$ cat config.mk
export PLATFORM = sky130hd
export DESIGN_NAME = pfs_mux
export DESIGN_NICKNAME = d
export VERILOG_FILES = /design/src/core/pfs_mux.v
export VERILOG_INCLUDE_DIRS = /design/src /design/src/core
export SDC_FILE = /design/constraint.sdc
export NUM_CORES = 1
export LEC_CHECK = 0
export ABC_AREA = 1
export BUFFER_PORTS_ARGS = -buffer_cell sky130_fd_sc_hd__buf_4
export CAP_MARGIN = 20
export CORE_UTILIZATION = 53
export CTS_BUF_LIST = sky130_fd_sc_hd__clkbuf_8 sky130_fd_sc_hd__clkbuf_16
export CTS_CLUSTER_DIAMETER = 150
export DETAILED_ROUTE_END_ITERATION = 6
export PLACE_DENSITY = 0.85
export SLEW_MARGIN = 20
export SYNTH_ARGS = -nofsm -noshare
export SYNTH_HDL_FRONTEND = slang
export SYNTH_SLANG_ARGS = --single-unit
$ cat constraint.sdc
create_clock -name MCLK -period 3.65 [get_ports MCLK]
set_clock_uncertainty 0.15 [all_clocks]
set_input_delay 0.365 -clock MCLK [delete_from_list [all_inputs] [get_ports MCLK]]
set_output_delay 0.365 -clock MCLK [all_outputs]
set_load 0.01 [all_outputs]
$ cat src/core/pfs_regs.vh
/*
 Register offsets, field positions, reset values and keys of the pin function
 selection and readback block. Assumes inclusion by the design file only.
*/
`ifndef PFS_REGS_VH
`define PFS_REGS_VH
`define PFS_ADDR_PBS_LO 4'h0
`define PFS_ADDR_PBS_HI 4'h1
`define PFS_ADDR_PCS_LO 4'h2
`define PFS_ADDR_PCS_HI 4'h3
`define PFS_ADDR_PDS 4'h4
`define PFS_ADDR_IN_SRC 4'h5
`define PFS_ADDR_CAP_SRC 4'h6
`define PFS_ADDR_IRQ_SRC 4'h7
`define PFS_ADDR_KEY 4'h8
`define PFS_RST_VAL 8'h00
`define PFS_KEY_VALUE 8'hca
`define PFS_PCS_HI_MASK 8'h0f
`define PFS_PDS_MASK 8'hf0
`define PFS_IN_SRC_MASK 8'h61
`define PFS_CAP_SRC_MASK 8'h01
`define PFS_IRQ_SRC_MASK 8'h03
`define PFS_BIT_PT0_SRC 5
`define PFS_BIT_PT1_SRC 6
`define PFS_BIT_ST_SRC 0
`define PFS_BIT_CAP_SRC 0
`define PFS_BIT_IRQ1_SRC 1
`define PFS_BIT_IRQ0_SRC 0
`define PFS_CODE_ALT 2'b10
`define PFS_CODE_TOP 2'b11
`endif

$ cat src/core/pfs_mux.v
/*
 Pin function multiplexer for ports B, C and D with input source selection
 and a keyed readback mode for self test of port reads and analog paths.
 Assumes synchronous pin inputs, one clock and a single-cycle register port.
*/
// Implementation choices: the strobed register port and the register addresses.
// Contract
// - PB0 codes 00/01 GPIO, 10 analog channel 0, 11 reference input.
// - PB3 codes 00-10 GPIO with timer1 clock, 11 analog channel 3.
// - PB2 codes 00-10 GPIO with timer0 clock, 11 analog channel 2.
// - PB1 codes 00-10 GPIO with standard timer clock, 11 analog 1.
// - PB7 GPIO or external reset, 11 analog 7; reset control wins.
// - PB6 codes 00-10 GPIO with capture input, 11 analog channel 6.
// - PB5 GPIO with irq one, 10 inverted standard timer, 11 analog 5.
// - PB4 GPIO with irq zero, 10 inverted timer0 output, 11 analog 4.
// - PC3 GPIO, 10 serial clock, 11 LCD segment 2.
// - PC2 GPIO, 10 serial data out or UART transmit, 11 segment 1.
// - PC1 GPIO, 10 serial data in/I2C/UART, 11 LCD segment 0.
// - PC0 codes 00-10 GPIO with capture input, 11 serial chip select.
// - PC5 and PC4 GPIO for 00-10, crystal pins for 11.
// - PD3 and PD2 GPIO for 00-10, inverted and true timer1 for 11.
// - Timer0 clock from PA4 when 0, PB2 when 1.
// - Timer1 clock from PD0 when 0, PB3 when 1.
// - Standard timer clock from PA5 when 0, PB1 when 1.
// - Capture input from PB6 when 0, PC0 when 1.
// - Irq one from PA1 or PB5, irq zero from PA3 or PB4.
// - Readback enabled only while key holds 11001010; key resets to zero.
// - Readback on: reads give pin levels; off: inputs pin, outputs latch.
// - Readback off: analog, reset and non-serial outputs read 0.
// - Analog path closes if selected and analog; readback forces it.
`include "pfs_regs.vh"
module pfs_mux (
    MCLK,
    SRST,
    ADDR,
    WDATA,
    WR,
    RD,
    RDATA,
    RESET_PIN_CONTROL_RES_EN,
    PA_IN,
    PB_IN,
    PC_IN,
    PD_IN,
    PB_LATCH,
    PC_LATCH,
    PD_LATCH,
    PB_DIR,
    PC_DIR,
    PD_DIR,
    PB_OUT,
    PC_OUT,
    PD_OUT,
    PB_OE_N,
    PC_OE_N,
    PD_OE_N,
    PB_READ,
    PC_READ,
    PD_READ,
    ST_OUT,
    PT0_OUT,
    PT1_OUT,
    SCK_OUT,
    SCK_OE,
    SDO_OUT,
    SDO_OE,
    SDA_OUT,
    SDA_OE,
    SCS_OUT,
    SCS_OE,
    SEG_OUT,
    ADC_CH_SEL,
    ST_CLK_IN,
    PT0_CLK_IN,
    PT1_CLK_IN,
    ST_CAP_IN,
    IRQ0_IN,
    IRQ1_IN,
    EXT_RST_IN,
    SER_CLK_IN,
    SER_DATA_IN,
    SER_CS_IN,
    AN_PATH_ON,
    VREF_PIN_ON,
    XTAL_ON,
    READBACK_EN
);
    input wire MCLK;
    input wire SRST;
    input wire [3:0] ADDR;
    input wire [7:0] WDATA;
    input wire WR;
    input wire RD;
    output reg [7:0] RDATA;
    input wire RESET_PIN_CONTROL_RES_EN;
    input wire [7:0] PA_IN;
    input wire [7:0] PB_IN;
    input wire [7:0] PC_IN;
    input wire [7:0] PD_IN;
    input wire [7:0] PB_LATCH;
    input wire [7:0] PC_LATCH;
    input wire [7:0] PD_LATCH;
    input wire [7:0] PB_DIR;
    input wire [7:0] PC_DIR;
    input wire [7:0] PD_DIR;
    output reg [7:0] PB_OUT;
    output reg [7:0] PC_OUT;
    output reg [7:0] PD_OUT;
    output reg [7:0] PB_OE_N;
    output reg [7:0] PC_OE_N;
    output reg [7:0] PD_OE_N;
    output reg [7:0] PB_READ;
    output reg [7:0] PC_READ;
    output reg [7:0] PD_READ;
    input wire ST_OUT;
    input wire PT0_OUT;
    input wire PT1_OUT;
    input wire SCK_OUT;
    input wire SCK_OE;
    input wire SDO_OUT;
    input wire SDO_OE;
    input wire SDA_OUT;
    input wire SDA_OE;
    input wire SCS_OUT;
    input wire SCS_OE;
    input wire [2:0] SEG_OUT;
    input wire [2:0] ADC_CH_SEL;
    output reg ST_CLK_IN;
    output reg PT0_CLK_IN;
    output reg PT1_CLK_IN;
    output reg ST_CAP_IN;
    output reg IRQ0_IN;
    output reg IRQ1_IN;
    output reg EXT_RST_IN;
    output reg SER_CLK_IN;
    output reg SER_DATA_IN;
    output reg SER_CS_IN;
    output reg [7:0] AN_PATH_ON;
    output reg VREF_PIN_ON;
    output reg XTAL_ON;
    output reg READBACK_EN;

    reg [7:0] pbs_lo_q;
    reg [7:0] pbs_hi_q;
    reg [7:0] pcs_lo_q;
    reg [7:0] pcs_hi_q;
    reg [7:0] pds_q;
    reg [7:0] in_src_q;
    reg [7:0] cap_src_q;
    reg [7:0] irq_src_q;
    reg [7:0] key_q;
    reg [7:0] rdata_d;

    // Two-bit selector code of pin n within a byte of four fields
    function [1:0] fcode;
        input [7:0] r;
        input [1:0] n;
        begin
            fcode = r[2*n+:2];
        end
    endfunction

    // Readback disabled: plain GPIO reads pin or latch by direction
    function gpio_rd;
        input pin;
        input latch;
        input dir_in;
        begin
            gpio_rd = dir_in ? pin : latch;
        end
    endfunction

    wire rb_on = (key_q == `PFS_KEY_VALUE);

    // Per-pin masks: plain GPIO, serial (reads pin), analog, alternate drive
    reg [7:0] pb_gpio;
    reg [7:0] pc_gpio;
    reg [7:0] pd_gpio;
    reg [7:0] pc_ser;
    reg [7:0] pb_an;
    reg [7:0] pb_alt_o;
    reg [7:0] pb_alt_v;
    reg [7:0] pc_alt_o;
    reg [7:0] pc_alt_oen;
    reg [7:0] pd_alt_o;
    reg [7:0] pd_alt_v;
    reg pb7_res;
    integer i;
    integer j;

    always @* begin
        pb_gpio = 8'hff;
        pc_gpio = 8'hff;
        pd_gpio = 8'hff;
        pc_ser = 8'h00;
        pb_an = 8'h00;
        pb_alt_o = 8'h00;
        pb_alt_v = 8'h00;
        pc_alt_o = 8'h00;
        pc_alt_oen = 8'hff;
        pd_alt_o = 8'h00;
        pd_alt_v = 8'h00;
        // Analog channels 0..7 sit on PB0..PB7 at code 11, except PB0 at 10
        for (j = 1; j < 8; j = j + 1) begin
            if (fcode(j < 4 ? pbs_lo_q : pbs_hi_q, j[1:0]) == `PFS_CODE_TOP) begin
                pb_an[j] = 1'b1;
                pb_gpio[j] = 1'b0;
            end
        end
        if (fcode(pbs_lo_q, 2'd0) == `PFS_CODE_ALT) begin
            pb_an[0] = 1'b1;
            pb_gpio[0] = 1'b0;
        end
        if (fcode(pbs_lo_q, 2'd0) == `PFS_CODE_TOP) begin
            pb_gpio[0] = 1'b0;
        end
        if (fcode(pbs_hi_q, 2'd1) == `PFS_CODE_ALT) begin
            pb_gpio[5] = 1'b0;
            pb_alt_v[5] = 1'b1;
            pb_alt_o[5] = ~ST_OUT;
        end
        if (fcode(pbs_hi_q, 2'd0) == `PFS_CODE_ALT) begin
            pb_gpio[4] = 1'b0;
            pb_alt_v[4] = 1'b1;
            pb_alt_o[4] = ~PT0_OUT;
        end
        // Reset control outranks the selector on PB7
        pb7_res = RESET_PIN_CONTROL_RES_EN;
        if (pb7_res) begin
            pb_gpio[7] = 1'b0;
            pb_an[7] = 1'b0;
        end
        if (fcode(pcs_lo_q, 2'd3) == `PFS_CODE_ALT) begin
            pc_gpio[3] = 1'b0;
            pc_ser[3] = 1'b1;
            pc_alt_o[3] = SCK_OUT;
            pc_alt_oen[3] = ~SCK_OE;
        end
        if (fcode(pcs_lo_q, 2'd2) == `PFS_CODE_ALT) begin
            pc_gpio[2] = 1'b0;
            pc_ser[2] = 1'b1;
            pc_alt_o[2] = SDO_OUT;
            pc_alt_oen[2] = ~SDO_OE;
        end
        if (fcode(pcs_lo_q, 2'd1) == `PFS_CODE_ALT) begin
            pc_gpio[1] = 1'b0;
            pc_ser[1] = 1'b1;
            pc_alt_o[1] = SDA_OUT;
            pc_alt_oen[1] = ~SDA_OE;
        end
        for (j = 1; j < 4; j = j + 1) begin
            if (fcode(pcs_lo_q, j[1:0]) == `PFS_CODE_TOP) begin
                pc_gpio[j] = 1'b0;
                pc_alt_o[j] = SEG_OUT[j-1];
                pc_alt_oen[j] = 1'b0;
            end
        end
        if (fcode(pcs_lo_q, 2'd0) == `PFS_CODE_TOP) begin
            pc_gpio[0] = 1'b0;
            pc_ser[0] = 1'b1;
            pc_alt_o[0] = SCS_OUT;
            pc_alt_oen[0] = ~SCS_OE;
        end
        // Crystal pins are analog: no digital drive, read zero while readback is off
        if (fcode(pcs_hi_q, 2'd1) == `PFS_CODE_TOP) begin
            pc_gpio[5] = 1'b0;
        end
        if (fcode(pcs_hi_q, 2'd0) == `PFS_CODE_TOP) begin
            pc_gpio[4] = 1'b0;
        end
        if (fcode(pds_q, 2'd3) == `PFS_CODE_TOP) begin
            pd_gpio[3] = 1'b0;
            pd_alt_v[3] = 1'b1;
            pd_alt_o[3] = ~PT1_OUT;
        end
        if (fcode(pds_q, 2'd2) == `PFS_CODE_TOP) begin
            pd_gpio[2] = 1'b0;
            pd_alt_v[2] = 1'b1;
            pd_alt_o[2] = PT1_OUT;
        end
    end

    always @* begin
        rdata_d = 8'h00;
        case (ADDR)
            `PFS_ADDR_PBS_LO: rdata_d = pbs_lo_q;
            `PFS_ADDR_PBS_HI: rdata_d = pbs_hi_q;
            `PFS_ADDR_PCS_LO: rdata_d = pcs_lo_q;
            `PFS_ADDR_PCS_HI: rdata_d = pcs_hi_q;
            `PFS_ADDR_PDS: rdata_d = pds_q;
            `PFS_ADDR_IN_SRC: rdata_d = in_src_q;
            `PFS_ADDR_CAP_SRC: rdata_d = cap_src_q;
            `PFS_ADDR_IRQ_SRC: rdata_d = irq_src_q;
            `PFS_ADDR_KEY: rdata_d = key_q;
            default: rdata_d = 8'h00;
        endcase
    end

    // Registers: unimplemented bits are masked so they read zero
    always @(posedge MCLK) begin
        if (SRST) begin
            pbs_lo_q <= `PFS_RST_VAL;
            pbs_hi_q <= `PFS_RST_VAL;
            pcs_lo_q <= `PFS_RST_VAL;
            pcs_hi_q <= `PFS_RST_VAL;
            pds_q <= `PFS_RST_VAL;
            in_src_q <= `PFS_RST_VAL;
            cap_src_q <= `PFS_RST_VAL;
            irq_src_q <= `PFS_RST_VAL;
            key_q <= `PFS_RST_VAL;
            RDATA <= 8'h00;
        end else begin
            if (WR) begin
                case (ADDR)
                    `PFS_ADDR_PBS_LO: pbs_lo_q <= WDATA;
                    `PFS_ADDR_PBS_HI: pbs_hi_q <= WDATA;
                    `PFS_ADDR_PCS_LO: pcs_lo_q <= WDATA;
                    `PFS_ADDR_PCS_HI: pcs_hi_q <= WDATA & `PFS_PCS_HI_MASK;
                    `PFS_ADDR_PDS: pds_q <= WDATA & `PFS_PDS_MASK;
                    `PFS_ADDR_IN_SRC: in_src_q <= WDATA & `PFS_IN_SRC_MASK;
                    `PFS_ADDR_CAP_SRC: cap_src_q <= WDATA & `PFS_CAP_SRC_MASK;
                    `PFS_ADDR_IRQ_SRC: irq_src_q <= WDATA & `PFS_IRQ_SRC_MASK;
                    `PFS_ADDR_KEY: key_q <= WDATA;
                    default: ;
                endcase
            end
            RDATA <= RD ? rdata_d : 8'h00;
        end
    end

    // Routing outputs are registered, so they follow register state by one cycle
    always @(posedge MCLK) begin
        if (SRST) begin
            PB_OUT <= 8'h00;
            PC_OUT <= 8'h00;
            PD_OUT <= 8'h00;
            PB_OE_N <= 8'hff;
            PC_OE_N <= 8'hff;
            PD_OE_N <= 8'hff;
            PB_READ <= 8'h00;
            PC_READ <= 8'h00;
            PD_READ <= 8'h00;
            ST_CLK_IN <= 1'b0;
            PT0_CLK_IN <= 1'b0;
            PT1_CLK_IN <= 1'b0;
            ST_CAP_IN <= 1'b0;
            IRQ0_IN <= 1'b0;
            IRQ1_IN <= 1'b0;
            EXT_RST_IN <= 1'b1;
            SER_CLK_IN <= 1'b0;
            SER_DATA_IN <= 1'b0;
            SER_CS_IN <= 1'b1;
            AN_PATH_ON <= 8'h00;
            VREF_PIN_ON <= 1'b0;
            XTAL_ON <= 1'b0;
            READBACK_EN <= 1'b0;
        end else begin
            for (i = 0; i < 8; i = i + 1) begin
                PB_OUT[i] <= pb_gpio[i] ? PB_LATCH[i] : pb_alt_o[i];
                PB_OE_N[i] <= pb_gpio[i] ? PB_DIR[i] : ~pb_alt_v[i];
                PC_OUT[i] <= pc_gpio[i] ? PC_LATCH[i] : pc_alt_o[i];
                PC_OE_N[i] <= pc_gpio[i] ? PC_DIR[i] : pc_alt_oen[i];
                PD_OUT[i] <= pd_gpio[i] ? PD_LATCH[i] : pd_alt_o[i];
                PD_OE_N[i] <= pd_gpio[i] ? PD_DIR[i] : ~pd_alt_v[i];
                // Readback returns the pin itself; otherwise function decides
                PB_READ[i] <= rb_on ? PB_IN[i] :
                    (pb_gpio[i] ? gpio_rd(PB_IN[i], PB_LATCH[i], PB_DIR[i]) : 1'b0);
                PC_READ[i] <= rb_on ? PC_IN[i] :
                    (pc_gpio[i] ? gpio_rd(PC_IN[i], PC_LATCH[i], PC_DIR[i]) :
                    (pc_ser[i] ? PC_IN[i] : 1'b0));
                PD_READ[i] <= rb_on ? PD_IN[i] :
                    (pd_gpio[i] ? gpio_rd(PD_IN[i], PD_LATCH[i], PD_DIR[i]) : 1'b0);
                // Forcing the path lets the pin's own driver test the converter
                AN_PATH_ON[i] <= (ADC_CH_SEL == i[2:0]) && (pb_an[i] || rb_on);
            end
            // Shared digital inputs read raw pins; direction is software's job
            PT0_CLK_IN <= in_src_q[`PFS_BIT_PT0_SRC] ? PB_IN[2] : PA_IN[4];
            PT1_CLK_IN <= in_src_q[`PFS_BIT_PT1_SRC] ? PB_IN[3] : PD_IN[0];
            ST_CLK_IN <= in_src_q[`PFS_BIT_ST_SRC] ? PB_IN[1] : PA_IN[5];
            ST_CAP_IN <= cap_src_q[`PFS_BIT_CAP_SRC] ? PC_IN[0] : PB_IN[6];
            IRQ1_IN <= irq_src_q[`PFS_BIT_IRQ1_SRC] ? PB_IN[5] : PA_IN[1];
            IRQ0_IN <= irq_src_q[`PFS_BIT_IRQ0_SRC] ? PB_IN[4] : PA_IN[3];
            EXT_RST_IN <= pb7_res ? PB_IN[7] : 1'b1;
            SER_CLK_IN <= pc_ser[3] ? PC_IN[3] : 1'b0;
            SER_DATA_IN <= pc_ser[1] ? PC_IN[1] : 1'b0;
            SER_CS_IN <= pc_ser[0] ? PC_IN[0] : 1'b1;
            VREF_PIN_ON <= (fcode(pbs_lo_q, 2'd0) == `PFS_CODE_TOP);
            XTAL_ON <= (pcs_hi_q[3:0] == 4'hf);
            READBACK_EN <= rb_on;
        end
    end
endmodule

## After elaboration in Yosys (flattened, before gate mapping)

Cells that the tools add are included.

| word-level totals | value |
|---|---|
| register bits | 147 |
| bits of input ports | 114 |
| logic and storage cells | 278 |

| cells by class | value |
|---|---|
| eq/ne operators | 39 |
| mux-type cells | 136 |
| bitwise operators | 16 |
| reduce and logical (&&, ||, !) cells | 38 |

Operators by type and width:

| cell | count |
|---|---|
| 1-bit two-way mux | 135 |
| 8-bit one-hot mux with 9 select lines | 1 |
| 2-bit == test (second input constant) | 22 |
| 2-bit OR reduction | 11 |
| 2-bit AND reduction | 9 |
| 4-bit by 3-bit == test with 1-bit output (second input constant) | 4 |
| 1-bit NOT | 16 |
| 3-bit == test (second input constant) | 4 |
| 4-bit by 2-bit == test with 1-bit output (second input constant) | 2 |
| 4-bit == test (second input constant) | 2 |
| 8-bit == test (second input constant) | 1 |
| 1-bit logical AND | 8 |
| 1-bit logical OR | 8 |
| 3-bit by 2-bit == test with 1-bit output (second input constant) | 2 |
| 4-bit by 1-bit == test with 1-bit output (second input constant) | 1 |
| 4-bit logical NOT | 1 |
| 3-bit by 1-bit == test with 1-bit output (second input constant) | 1 |
| 3-bit logical NOT | 1 |

## Logic depth before layout (Yosys ltp)

| depth | value |
|---|---|
| word-level depth | 5 |
| mapped depth | 9 |
| mapped depth without buffers | 8 |

## Worst setup path before layout

No wires, ideal clock.

| timing path | value |
|---|---|
| path kind | reg-to-reg |
| from | register key_q[4] |
| to | register PC_READ[5] |
| setup time | 132 ps |
| data arrival time | 1065 ps |
| data required time | 3368 ps |
| setup slack | 2303 ps |
| stages on the path, launching flop included | 7 |
| cells stage by stage | dfxtp_1 > or2_1 > nor2_2 > nand2_1 > buf_2 > nand2_1 > a21oi_1 |

| between the ends | value |
|---|---|
| word-level cells in the longest chain between the ends | 2 |

RTL lines:

| item | RTL line | RTL |
|---|---|---|
| start, declared | pfs_mux.v:151 | `reg [7:0] key_q;` |
| start signal, assigned | pfs_mux.v:310 | `` key_q <= `PFS_RST_VAL; `` |
| 8-bit == test (no line) | n/a |  |
| 1-bit two-way mux | pfs_mux.v:368 | `PC_READ[i] <= rb_on ? PC_IN[i] :` |
| end signal, assigned by index | pfs_mux.v:368 |  |
| end, declared | pfs_mux.v:113 | `output reg [7:0] PC_READ;` |

No other way between the ends.
A chain may end at the register's enable or synchronous reset.

## Final worst setup path

| timing path | value |
|---|---|
| from | register key_q[4] |
| to | register PD_READ[2] |

| between the ends | value |
|---|---|
| word-level cells in the longest chain between the ends | 2 |

RTL lines:

| item | RTL line | RTL |
|---|---|---|
| 8-bit == test (no line) | n/a |  |
| 1-bit two-way mux | pfs_mux.v:371 | `PD_READ[i] <= rb_on ? PD_IN[i] :` |
| end signal, assigned by index | pfs_mux.v:371 |  |
| end, declared | pfs_mux.v:114 | `output reg [7:0] PD_READ;` |

No other way between the ends.

==> qor.yml <==
power_leakage_nw: 4.009
design_area_mm2: 0.008830
final_cells: 1195
place_area_mm2: 0.007373
cap_violations: 0
initial_core_util_pct: 54.98
port_buffers: 210
p_sw_share_pct: 24.64
num-fill-cells: 573
timing.setup.tns_ns: 0
num_rows: 37
routedWlPerCell_um: 17.44
syn_area_per_cell_um2: 7.565
max_freq_mhz: 429.1
synthFlopType: "dfxtp_1"
yosys.cell_types.count: 28
synth_edf_count: 0
hold_buffers: 86
nNetsFinal: 1160
p_sw_w: 0.0009683
drt-total-wl_um: 20850
setup_viol_count_final: 0
hold_class: "primary input to flop"
ys_async_sr_fraction_pct: 0
grt_pass1_wl_um: 32600
grt_usage_pct: 37.36
die_h_um: 105.9
root_buffer: "clkbuf_8"
tightest_slew_ns: 0.8438
die_area_mm2: 0.01122
slew_violations: 0
n_antenna_cell: 0
crit_type: "flop to flop"
ys_seq_area_share_pct: 51.39
vias: 6750
ctsResizeCount: 0
final_util_pct: 84.77
synth-seq-cells: 147
syn_inst: 757
route.detailed.drc: 0
power-per-cell-area_mw_per_mm2: 445.1
hold_end: "PD_OE_N[3]$_SDFF_PP1_"
grt_max_degree: 78
dp_hpwl_um: 11890
power_frac_seq_pct: 43.0
cts_max_level: 4
gp_congestion: 0.9053
place_inst: 1077
area_delta_synth_final_pct: 54.18
slowest_stage: "nand2_1"
dieWidth_um: 105.9
cp_max_fo: 21
yosysMostFrequentCell: "nand2_1"
cts_tree: "yes"
clk-insertion-delay-late_ns: 0.52
clock_sinks: 147
irDropWorstVdd_mv: 0.3492
antenna_found_initial: 0
relSlewSlack_pct: 43.75
cts_setup_buffers: 0
critPathTopFamily: "simple AND/OR/NAND/NOR gates"
via_per_inst: 5.649
power_frac_comb_pct: 12.2
r2r_cells: 7
cp_slowest_stage_delay_ns: 0.44
syn-cell-area_mm2: 0.005727
rsz0062_at_grt: "no"
cts.clk_slew.worst_paths_ns: 0.07
synth_warnings: 0
rrSetupSlack_ns: 1.32
end_kind: "flop"
r2r_end: "PD_READ[2]$_SDFF_PP0_"
critPathArrivalTime_ns: 2.54
drt_iter0_drc: 622
ant_nets: 0
fin_crit_ns: 2.331
holdPathStages: 3
status: "completed"
io_pins: 215
yosys-top-cells-area: "dfxtp_1 (51%), nand2_1 (11%), nand3_1 (8.7%)"
required_ns: 3.86
worstReg2RegStart: "key_q[4]$_SDFFE_PP0P_"
p_int_w: 0.002962
yosysTopAreaCellShare_pct: 51.39
core_mm2: 0.01042
min_from: "PD_DIR[3]"
path_cells: "or2_1 -> nor2_2 -> buf_4 -> nand2_1 -> buf_4 -> nand2_1 -> a21oi_1"
cp.buffers_inverters: 2
firstDrtPassIters: 5
clkPwrFrac_pct: 44.8
overflow: 0
synth_common_cells: "nand2_1 (168), dfxtp_1 (147), nand3_1 (99), a21oi_1 (92), inv_1 (62)"
synth_fp_nets: 871
grt_pass1_vias: 6630
synth_top_area_cell: "dfxtp_1"
final_hold_viol_count: 0
min_period_over_period_pct: 63.85
drive_gt1_share_pct: 25.68
cts.path.max_buffers: 2
cts_buffers: 17
critPathLaunchType: "flop"
-- logic make-up (layout without fill, tap and decap cells) --
group | after synthesis | after routing | share of synthesized area [%]
DFF | 147 | 147 | 51.39
buffers and inverters | 104 | 406 | 7.472
and+or+nand+nor | 354 | 354 | 27.38
AOI/OAI and AO/OA | 152 | 152 | 13.76
-- through the flow --
step | hold WS [ns] | worst slack (ns) | power [W]
after CTS | 0.001158 | 1.447 | 0.003893
after global routing | 0.009687 | 1.265 | 0.004053
after global placement | 0.3106 | 1.528 | 0.002092
after floorplan | 0.2933 | 2.303 | 0.001877
final | 0.008950 | 1.319 | 0.003930
after detailed placement | 0.3174 | 1.472 | 0.002101
-- how the worst max path moves through the flow --
stage / start / end / slack [ns] / depth (start not counted)
floorplan: key_q[4]$_SDFFE_PP0P_ / PC_READ[5]$_SDFF_PP0_ / 2.30 / 6
global placement: key_q[4]$_SDFFE_PP0P_ / PC_READ[2]$_SDFF_PP0_ / 1.53 / 7
detailed placement: key_q[4]$_SDFFE_PP0P_ / PD_READ[3]$_SDFF_PP0_ / 1.47 / 7
CTS: key_q[4]$_SDFFE_PP0P_ / PD_READ[3]$_SDFF_PP0_ / 1.45 / 7
global route: key_q[4]$_SDFFE_PP0P_ / PD_READ[2]$_SDFF_PP0_ / 1.27 / 7
finish: key_q[4]$_SDFFE_PP0P_ / PD_READ[2]$_SDFF_PP0_ / 1.32 / 7
-- worst register-to-register path: cells and delay by family (launching register included) --
family	cells	cell delay [ns]
AND/OR/NAND/NOR	4	0.93
flip-flops	1	0.32
AO/OA/AOI/OAI	1	0.08
buffers and inverters	2	0.68
-- power groups by stage --
stage	combinational [W]	sequential (W)	clock [W]
after detailed placement	0.000379	0.00172	0
after CTS	0.000457	0.00169	0.00175
final	0.000478	0.00169	0.00176
after global routing	0.000509	0.00169	0.00185
after global placement	0.000371	0.00172	0
after floorplan	0.000132	0.00174	0
-- placed cells by master, fill, tap and decap left out, types with 8 or more instances in the layout --
| cell type | Yosys | layout |
|---|---|---|
| o21ai_0 | 45 | 45 |
| nand2_1 | 168 | 168 |
| or2_2 | 8 | 8 |
| a21oi_1 | 92 | 92 |
| nand3_1 | 99 | 99 |
| dfxtp_1 | 147 | 147 |
| buf_4 | 4 | 218 |
| dlygate4sd3_1 | 0 | 86 |
| clkbuf_16 | 0 | 16 |
| inv_1 | 62 | 64 |
| nor2_1 | 47 | 47 |
-- sequential cells by signal, indices dropped and copies added (netlist names), 2 cells and up --
name / flops
PC_OE_N: 8
in_src_q: 3
PB_OE_N: 8
PD_OE_N: 8
pcs_lo_q: 8
key_q: 8
pcs_hi_q: 4
pbs_hi_q: 8
PD_OUT: 8
RDATA: 8
PB_READ: 8
pbs_lo_q: 8
pds_q: 4
PC_READ: 8
AN_PATH_ON: 8
irq_src_q: 2
PB_OUT: 8
PC_OUT: 8
PD_READ: 8
-- layout make-up --
class / count / area (um^2) / area share, %
sequential: 147 / 2943 / 33.33
multi-input combinational: 506 / 2361 / 26.74
timing repair buffer: 304 / 2497 / 28.28
tap: 136 / 170.2 / 1.927
inverter: 70 / 262.8 / 2.976
clock buffer: 17 / 414.1 / 4.690
clock inverter: 15 / 181.4 / 2.055
-- layer usage --
layer / vias up / wire length [um] / GRT usage (%)
li1: 3072 / - / -
met1: 3140 / 7355 / 41.09
met2: 440 / 10310 / 64.61
met3: 98 / 2019 / 9.749
met4: 0 / 1164 / 21.92
met5: - / 0 / 2.857
No activity file was read; power rests on OpenSTA's default activity.
